**config.mk**
```make
export PLATFORM = sky130hd
export DESIGN_NAME = pps_port1
export DESIGN_NICKNAME = d
export VERILOG_FILES = /design/src/rtl/pps_pkg.sv /design/src/rtl/pps_pin_cell.sv /design/src/rtl/pps_port1.sv
export SDC_FILE = /design/constraint.sdc
export NUM_CORES = 1
export LEC_CHECK = 0
export ABC_AREA = 1
export BUFFER_PORTS_ARGS = -buffer_cell sky130_fd_sc_hd__buf_2
export CORE_MARGIN = 5
export CORE_UTILIZATION = 43
export DETAILED_ROUTE_END_ITERATION = 10
export PLACE_DENSITY = 0.85
export SLEW_MARGIN = 20
export SYNTH_ARGS = -nofsm -noshare
export SYNTH_HDL_FRONTEND = slang
export SYNTH_HIERARCHICAL = 1
export SYNTH_SLANG_ARGS = --single-unit
```
**constraint.sdc**
```tcl
create_clock -name clk -period 2.1 [get_ports clk]
set_clock_uncertainty 0.2 [all_clocks]
set_input_delay 0.525 -clock clk [delete_from_list [all_inputs] [get_ports clk]]
set_output_delay 0.525 -clock clk [all_outputs]
set_load 0.02 [all_outputs]
```
**src/rtl/pps_pkg.sv**
```systemverilog
`default_nettype none
package pps_pkg;
   // ----------------------------------------
   // Register map (byte addresses)
   // ----------------------------------------
   localparam logic [3:0] PPS_OFS_PULLUP = 4'h0;
   localparam logic [3:0] PPS_OFS_FUNC = 4'h4;
   localparam logic [3:0] PPS_OFS_DIR = 4'h8;
   localparam logic [3:0] PPS_OFS_DATA = 4'hC;
   localparam logic [7:0] PPS_PULLUP_RST = 8'h00;
   localparam logic [7:0] PPS_FUNC_RST = 8'h00;
   localparam logic [7:0] PPS_DIR_RST = 8'h00;
   localparam logic [7:0] PPS_DATA_RST = 8'h00;
   // ----------------------------------------
   // Function select bit positions
   // ----------------------------------------
   localparam int PPS_BIT_CLKOUT = 0;
   localparam int PPS_BIT_TFL = 1;
   localparam int PPS_BIT_TFH = 2;
   localparam int PPS_BIT_RSV = 3;
   localparam int PPS_BIT_PWM = 4;
   localparam int PPS_BIT_INT1 = 5;
   localparam int PPS_BIT_INT2 = 6;
   localparam int PPS_BIT_INT3 = 7;
   // Writable bits on the full and reduced variants
   localparam logic [7:0] PPS_MASK_FULL = 8'hFF;
   localparam logic [7:0] PPS_MASK_REDUCED = 8'hA7;
   localparam logic [7:0] PPS_FUNC_MASK_FULL = 8'hF7;
   localparam logic [7:0] PPS_FUNC_MASK_REDUCED = 8'hA7;
   localparam logic [31:0] PPS_UNMAPPED_DATA = 32'h0000_0000;
endpackage : pps_pkg
`default_nettype wire

```
**src/rtl/pps_pin_cell.sv**
```systemverilog
`timescale 1ns/1ns
`default_nettype none
module pps_pin_cell (
   input wire logic func_sel,     // Peripheral function selected
   input wire logic periph_is_out, // Peripheral drives the pin
   input wire logic periph_out,   // Peripheral output value
   input wire logic dir_out,      // General I/O direction, 1 = output
   input wire logic data_out,     // General I/O output data
   input wire logic pullup_bit,   // Pull-up control bit
   input wire logic pin_in,       // Pin level
   output logic pin_out,          // Pin output value
   output logic pin_oe,           // Pin output enable
   output logic pullup_en,        // MOS pull-up on
   output logic gpio_in,          // Pin level to general I/O read path
   output logic periph_in         // Pin level to peripheral input
);
   logic drives;
   assign drives = func_sel ? periph_is_out : dir_out;
   assign pin_oe = drives;
   assign pin_out = func_sel ? periph_out : data_out;
   // Pull-up only on a pin that is not driving
   assign pullup_en = pullup_bit & ~drives;
   assign gpio_in = pin_in;
   // Peripheral inputs see the pin only when selected; idle level high
   assign periph_in = func_sel ? pin_in : 1'b1;
endmodule : pps_pin_cell
`default_nettype wire

```
**src/rtl/pps_port1.sv**
```systemverilog
// Overview of operation
// - Input pin with pull-up bit set: pull-up on
// - Pull-up bit clear keeps pull-up off
// - Reset clears pull-up control register
// - Function register 8-bit RW except bit 3 (also bits 6 and 4 when REDUCED), which reads zero; reset to zero
// - Bit 7 selects interrupt 3 / timer F event
// - Bit 6 selects interrupt 2 / timer C event
// - Bit 5 selects interrupt 1 / timer B event
// - Bit 4 selects PWM output on pin 4
// - Bit 2 selects timer F high compare
// - Bit 1 selects timer F low compare
// - Bit 0 selects clock output on pin 0
// - Shared interrupt pins pass both edge polarities
// - Direction and data apply only in general I/O
`timescale 1ns/1ns
`default_nettype none
module pps_port1
   import pps_pkg::*;
#(
   parameter bit REDUCED = 1'b0,
   parameter int NPINS = 8
) (
   input wire logic clk,                     // System clock
   input wire logic nrst,                    // Async reset, active low
   input wire logic [3:0] avs_address,       // Byte address
   input wire logic avs_read,                // Read strobe
   input wire logic avs_write,               // Write strobe
   input wire logic [3:0] avs_byteenable,    // Byte enables
   input wire logic [31:0] avs_writedata,    // Write data
   output logic [31:0] avs_readdata,         // Read data
   output logic avs_waitrequest,             // Wait request
   input wire logic [NPINS-1:0] pin_in,      // Pin levels
   output logic [NPINS-1:0] pin_out,         // Pin output values
   output logic [NPINS-1:0] pin_oe,          // Pin output enables
   output logic [NPINS-1:0] pullup_en,       // MOS pull-up enables
   input wire logic pwm_out,                 // PWM generator output
   input wire logic timer_f_high_compare_out, // Timer F high compare
   input wire logic timer_f_low_compare_out, // Timer F low compare
   input wire logic clock_out,               // Clock output source
   output logic ext_int3_in,                 // Interrupt 3 input
   output logic ext_int2_in,                 // Interrupt 2 input
   output logic ext_int1_in,                 // Interrupt 1 input
   output logic timer_f_event_input,         // Timer F event
   output logic timer_c_event_input,         // Timer C event
   output logic timer_b_event_input          // Timer B event
);
   // ----------------------------------------
   // Registers
   // ----------------------------------------
   logic [7:0] pullup_control_reg_ff;
   logic [7:0] pin_function_reg_ff;
   logic [7:0] direction_reg_ff;
   logic [7:0] output_data_reg_ff;
   logic [31:0] readdata_ff;
   logic ack_ff;
   logic [7:0] wmask;
   logic [7:0] fmask;
   logic [7:0] nxt_wbyte;
   logic [7:0] gpio_in;
   logic [7:0] periph_in;
   logic [7:0] periph_is_out;
   logic [7:0] periph_out;
   logic [7:0] rd_byte;
   logic wr_go;
   logic rd_go;

   // Reserved bits are held at zero in hardware, so a stray write is harmless
   assign wmask = REDUCED ? PPS_MASK_REDUCED : PPS_MASK_FULL;
   assign fmask = REDUCED ? PPS_FUNC_MASK_REDUCED : PPS_FUNC_MASK_FULL;
   assign nxt_wbyte = avs_byteenable[0] ? avs_writedata[7:0] : 8'h00;

   // ----------------------------------------
   // Bus slave: one wait state per access
   // ----------------------------------------
   assign avs_waitrequest = (avs_read | avs_write) & ~ack_ff;
   assign wr_go = avs_write & ~ack_ff;
   assign rd_go = avs_read & ~ack_ff;

   always_ff @(posedge clk or negedge nrst) begin
      if (!nrst) begin
         ack_ff <= 1'b0;
      end else begin
         ack_ff <= (avs_read | avs_write) & ~ack_ff;
      end
   end

   always_ff @(posedge clk or negedge nrst) begin
      if (!nrst) begin
         pullup_control_reg_ff <= PPS_PULLUP_RST;
      end else if (wr_go && avs_byteenable[0] && avs_address == PPS_OFS_PULLUP) begin
         pullup_control_reg_ff <= nxt_wbyte & wmask;
      end
   end

   always_ff @(posedge clk or negedge nrst) begin
      if (!nrst) begin
         pin_function_reg_ff <= PPS_FUNC_RST;
      end else if (wr_go && avs_byteenable[0] && avs_address == PPS_OFS_FUNC) begin
         pin_function_reg_ff <= nxt_wbyte & fmask;
      end
   end

   always_ff @(posedge clk or negedge nrst) begin
      if (!nrst) begin
         direction_reg_ff <= PPS_DIR_RST;
      end else if (wr_go && avs_byteenable[0] && avs_address == PPS_OFS_DIR) begin
         direction_reg_ff <= nxt_wbyte & wmask;
      end
   end

   always_ff @(posedge clk or negedge nrst) begin
      if (!nrst) begin
         output_data_reg_ff <= PPS_DATA_RST;
      end else if (wr_go && avs_byteenable[0] && avs_address == PPS_OFS_DATA) begin
         output_data_reg_ff <= nxt_wbyte & wmask;
      end
   end

   // Data read: output pins return latch, input pins return level
   always_comb begin
      rd_byte = 8'h00;
      case (avs_address)
         PPS_OFS_PULLUP: rd_byte = pullup_control_reg_ff;
         PPS_OFS_FUNC: rd_byte = pin_function_reg_ff;
         PPS_OFS_DIR: rd_byte = direction_reg_ff;
         PPS_OFS_DATA: rd_byte = ((direction_reg_ff & output_data_reg_ff)
                                  | (~direction_reg_ff & gpio_in)) & wmask;
         default: rd_byte = 8'h00;
      endcase
   end

   always_ff @(posedge clk or negedge nrst) begin
      if (!nrst) begin
         readdata_ff <= PPS_UNMAPPED_DATA;
      end else if (rd_go) begin
         readdata_ff <= {24'h000000, rd_byte};
      end
   end
   assign avs_readdata = readdata_ff;

   // ----------------------------------------
   // Peripheral routing
   // ----------------------------------------
   always_comb begin
      periph_is_out = 8'h00;
      periph_out = 8'h00;
      periph_is_out[PPS_BIT_PWM] = 1'b1;
      periph_out[PPS_BIT_PWM] = pwm_out;
      periph_is_out[PPS_BIT_TFH] = 1'b1;
      periph_out[PPS_BIT_TFH] = timer_f_high_compare_out;
      periph_is_out[PPS_BIT_TFL] = 1'b1;
      periph_out[PPS_BIT_TFL] = timer_f_low_compare_out;
      periph_is_out[PPS_BIT_CLKOUT] = 1'b1;
      periph_out[PPS_BIT_CLKOUT] = clock_out;
   end

   // Edge polarity is chosen in the interrupt and timer blocks
   assign ext_int3_in = periph_in[PPS_BIT_INT3];
   assign timer_f_event_input = periph_in[PPS_BIT_INT3];
   assign ext_int2_in = periph_in[PPS_BIT_INT2];
   assign timer_c_event_input = periph_in[PPS_BIT_INT2];
   assign ext_int1_in = periph_in[PPS_BIT_INT1];
   assign timer_b_event_input = periph_in[PPS_BIT_INT1];

   genvar gi;
   generate
      for (gi = 0; gi < NPINS; gi++) begin : g_pin
         pps_pin_cell u_cell (
            .func_sel(pin_function_reg_ff[gi]),
            .periph_is_out(periph_is_out[gi]),
            .periph_out(periph_out[gi]),
            .dir_out(direction_reg_ff[gi]),
            .data_out(output_data_reg_ff[gi]),
            .pullup_bit(pullup_control_reg_ff[gi]),
            .pin_in(pin_in[gi]),
            .pin_out(pin_out[gi]),
            .pin_oe(pin_oe[gi]),
            .pullup_en(pullup_en[gi]),
            .gpio_in(gpio_in[gi]),
            .periph_in(periph_in[gi])
         );
      end
   endgenerate
endmodule : pps_port1
`default_nettype wire

```
# ---- Word-level counts from Yosys, hierarchy flattened
# Index checks and enable logic that the tools add are counted.
dict set report word_totals {
  ff_bits 40
  input_bits 56
  output_inout_bits 63
  word_cells 59
}
dict set report op_classes {
  eq_ne 3
  mux 19
  bitwise_logic 25
  reduce_logical 6
}
# op n
set op_table {}
lappend op_table {{one-hot mux 8 bit (4 select lines)} 1}
lappend op_table {{2-to-1 mux 1 bit} 17}
lappend op_table {{AND 8 bit} 2}
lappend op_table {{AND 1 bit} 11}
lappend op_table {{NOT 1 bit} 9}
lappend op_table {{equality test 4 bit, second input constant} 2}
lappend op_table {{2-to-1 mux 8 bit} 1}
lappend op_table {{NOT 8 bit} 1}
lappend op_table {{bitwise OR 8 bit} 1}
lappend op_table {{logical AND 1 bit} 5}
lappend op_table {{equality test 4 x 3 -> 1 bit, second input constant} 1}
lappend op_table {{zero test 4 bit} 1}
lappend op_table {{bitwise OR 1 bit} 1}

# ---- Logic depth before layout (Yosys ltp)
dict set report logic_depth {
  word_depth 4
  mapped_depth 7
  ltp_nobuf 7
}

# ---- Modules after synthesis
# The synthesis kept the hierarchy.
# mod n_inst cells_per_inst area_each_um2 seq_area_each_um2
set modules_own_cells {}
lappend modules_own_cells {pps_port1 1 268 2219.6 1001.0}
lappend modules_own_cells {pps_pin_cell 8 11 52.6 0.0}

# ---- Worst setup path after synthesis
# No wires, ideal clock.
dict set report synth_timing {
  path_kind {input to output}
  start {input port pin_in[5]}
  end {output port timer_b_event_input}
  t_arrival_ns 1.017
  required_ns 1.375
  slack_ns 0.358
  stages 2
  n_path_buf 1
  cell_sequence {or2_1 > buf_4}
}
dict set report synth_via {
  elab_chain_len 1
}
# item line_no
set synth_rtl {}
lappend synth_rtl {{start: declaration} pps_port1.sv:32} ;# input wire logic [NPINS-1:0] pin_in,
lappend synth_rtl {{2-to-1 mux 1 bit} pps_pin_cell.sv:25} ;# assign periph_in = func_sel ? pin_in : 1'b1;
lappend synth_rtl {{end: declaration} pps_port1.sv:45} ;# output logic timer_b_event_input
# No other way between the ends.

# ---- Worst setup path in the final report
dict set report layout_timing {
  start {register pin_function_reg_ff[2]}
  end {output port pullup_en[2]}
}
dict set report layout_via {
  elab_chain_len 3
}
# item line_no
set layout_rtl {}
lappend layout_rtl {{start: declaration} pps_port1.sv:51} ;# logic [7:0] pin_function_reg_ff;
lappend layout_rtl {{start signal: assignment} pps_port1.sv:99} ;# pin_function_reg_ff <= nxt_wbyte & fmask;
lappend layout_rtl {{2-to-1 mux 1 bit} pps_pin_cell.sv:18} ;# assign drives = func_sel ? periph_is_out : dir_out;
lappend layout_rtl {{NOT 1 bit} pps_pin_cell.sv:22} ;# assign pullup_en = pullup_bit & ~drives;
lappend layout_rtl {{AND 1 bit} pps_pin_cell.sv:22}
lappend layout_rtl {{end: declaration} pps_port1.sv:35} ;# output logic [NPINS-1:0] pullup_en,
# No other way between the ends.

==> metrics.md <==
| Metric | Value |
|---|---|
| Critical-path top delay cell | dfrtp_1 |
| Drt total wl | around 6000 um |
| Clock-pin slew on the worst setup and hold paths | 0.08 ns |
| Area grow syn2layout | 16.0% |
| Post-CTS sizing | 0 |
| IO buf count | 67 |
| Number of global-route vias before repair | between 2k and 2.5k |
| Global Route Usage Sum | ~16% |
| Crit path depth | 5 |
| HP Start | avs_readdata[5] |
| Max-cap violations | 0 |
| HPWL after DPL | 4440 um |
| Post-layout min period | 1.89 ns |
| Pleak | 1.77 nW |
| Total grt overflow | 0 |
| Setup TNS | 0 ns |
| Largest net degree at the start of global routing | 27 |
| Crit-path max cell delay | 0.44 ns |
| Routability Congestion | 0.760 |
| Family with the most delay on the worst path | flip-flops |
| Pins Over Slew Limit | 0 |
| Sinks on Clock Net | 40 |
| Crit share post-route | ~90% |
| Crit start category | flip-flop |
| Hold Worst Slack | 0.275 ns |
| Design Power | 2.34 mW |
| Core area | 5920 um2 |
| N_diodes | 0 |
| Clock Latency Late Sink | a little under 0.3 ns |
| Placed Area | roughly 2900 um2 |
| Crit-path cells | inv_2, nand2_1, nand2_2, nor2_2, buf_2 |
| Mapped Area | 2610 um2 |
| Clk buf depth | 2 |
| Crit path max fanout | 5 |
| Final antenna-violating net count | 0 |
| Pre-CTS setup slack | 0.210 ns |
| Fin util | between 50% and 60% |
| Setup violators final | 0 |
| Synth Instances | roughly 350 |
| Number of H-tree levels | 2 |
| Initial antenna violation count | 0 |
| Critical Path RT | around 1.4 ns |
| Reg2reg start | ack_ff |
| Share of layout cells above drive strength 1 | 30.9% |
| Status | finished, final reports clean |
| Router iterations before antenna repair | 4 |
| Power Density | 772 nW/um2 |
| WL/cell | 11.8 um |
| Die W | 87.9 um |
| Start point of the critical path | pin_function_reg_ff[2] |
| Worst R2R Path Depth | 4 |
| Initial core utilization | 44.1% |
| Final net count | 482 |
| Worst setup EP type | primary output |
| CTS tree | done |
| Global-route wire length before repair | 9490 um |
| Inserted Clock Buffers | 5 |
| Fin. Hold Viols | 0 |
| Final WS setup | 0.207 ns |
| Synth warnings | 6 |
| Fin cells | 502 |
| FMAX | roughly 530 MHz |
| Residual DRC count | 0 |
| CP Class | reg2out |
| Iter 0 DRT Violations | 99 |
| Top Ports | 119 |
| Total number of vias | 2302 |
| Placed cells | 493 |
| RSZ-0062 raised after global routing | no |
| Fin area | just over 3000 um2 |
| Die Ht | 87.9 um |
| Mapped Avg Cell Area | 7.43 um2 |
| Root Buffer | clkbuf_8 |
| Row Count | 28 |
| DR vias/cell | 4.59 |
| Die Area | 7720 um2 |
| Peak supply drop | 0.318 mV |
| Critical path buffers and inverters | 2 |
| Crit path DAT | 1.17 ns |
| Hold Path Class | reg2reg |
| WHS Path Cells | 2 |
==> report_power, final <==
group	switching (mW)	total [mW]	internal (mW)
sequential	0.118	0.997	0.879
combinational	0.471	0.717	0.246
clock	0.271	0.622	0.352
total	0.860	2.34	1.48
==> routing by layer <==
metal	vias up	share of wire (%)	global-route usage [%]
met5	-	0	0
li1	1161	-	-
met3	10	7.1	4.70
met4	0	1.3	3.91
met2	69	50	28.1
met1	1062	42	18.9
==> worst register-to-register path, stage by stage (launching register included) <==
cell	delay, ns
dfrtp_1	0.42
nor3b_4	0.37
nand3_2	0.34
nand2_1	0.15
o21ai_1	0.07
==> final cells by class <==
class / count / area (um2)
multi-input cells: 267 / 1280
repair buffers: 73 / 395
fillers: 592 / 2890
inverters: 39 / 146
well taps: 75 / 93.8
clock buffers: 5 / 68.8
clock inverters: 3 / 42.5
flip-flops and latches: 40 / 1000
==> path summary, 6_finish.rpt <==
path                                          end  slack (ns)
hold / removal                    avs_readdata[5]        0.28
setup / recovery                     pullup_en[2]        0.21
hold reg to reg                   avs_readdata[5]        0.28
max in group asynchronous   output_data_reg_ff[3]        0.54
setup reg to reg           pin_function_reg_ff[6]        0.43
min in group asynchronous                  ack_ff        0.50
==> registers in the layout (all words and copies together) (netlist names) <==
register,count
ack_ff,1
avs_readdata,8
pullup_control_reg_ff,8
output_data_reg_ff,8
pin_function_reg_ff,7
direction_reg_ff,8
==> placed cells by master (no fill, tap or decap), drive strengths merged <==
cell type	n
clkinvlp	1
dfrtp	40
bufinv	1
nor2	14
inv	39
dlygate4sd3	1
clkinv	1
nand2	143
or2	3
clkbuf	5
o21bai	7
buf	72
a21oi	1
o21ai	32
nand3	27
conb	39
nor3b	1
==> what timing repair did <==
item                      CTS  global route
setup buffers               0             0
hold endpoints to repair   18             0
hold buffers                1             0
No activity file was read; power rests on OpenSTA's default activity.
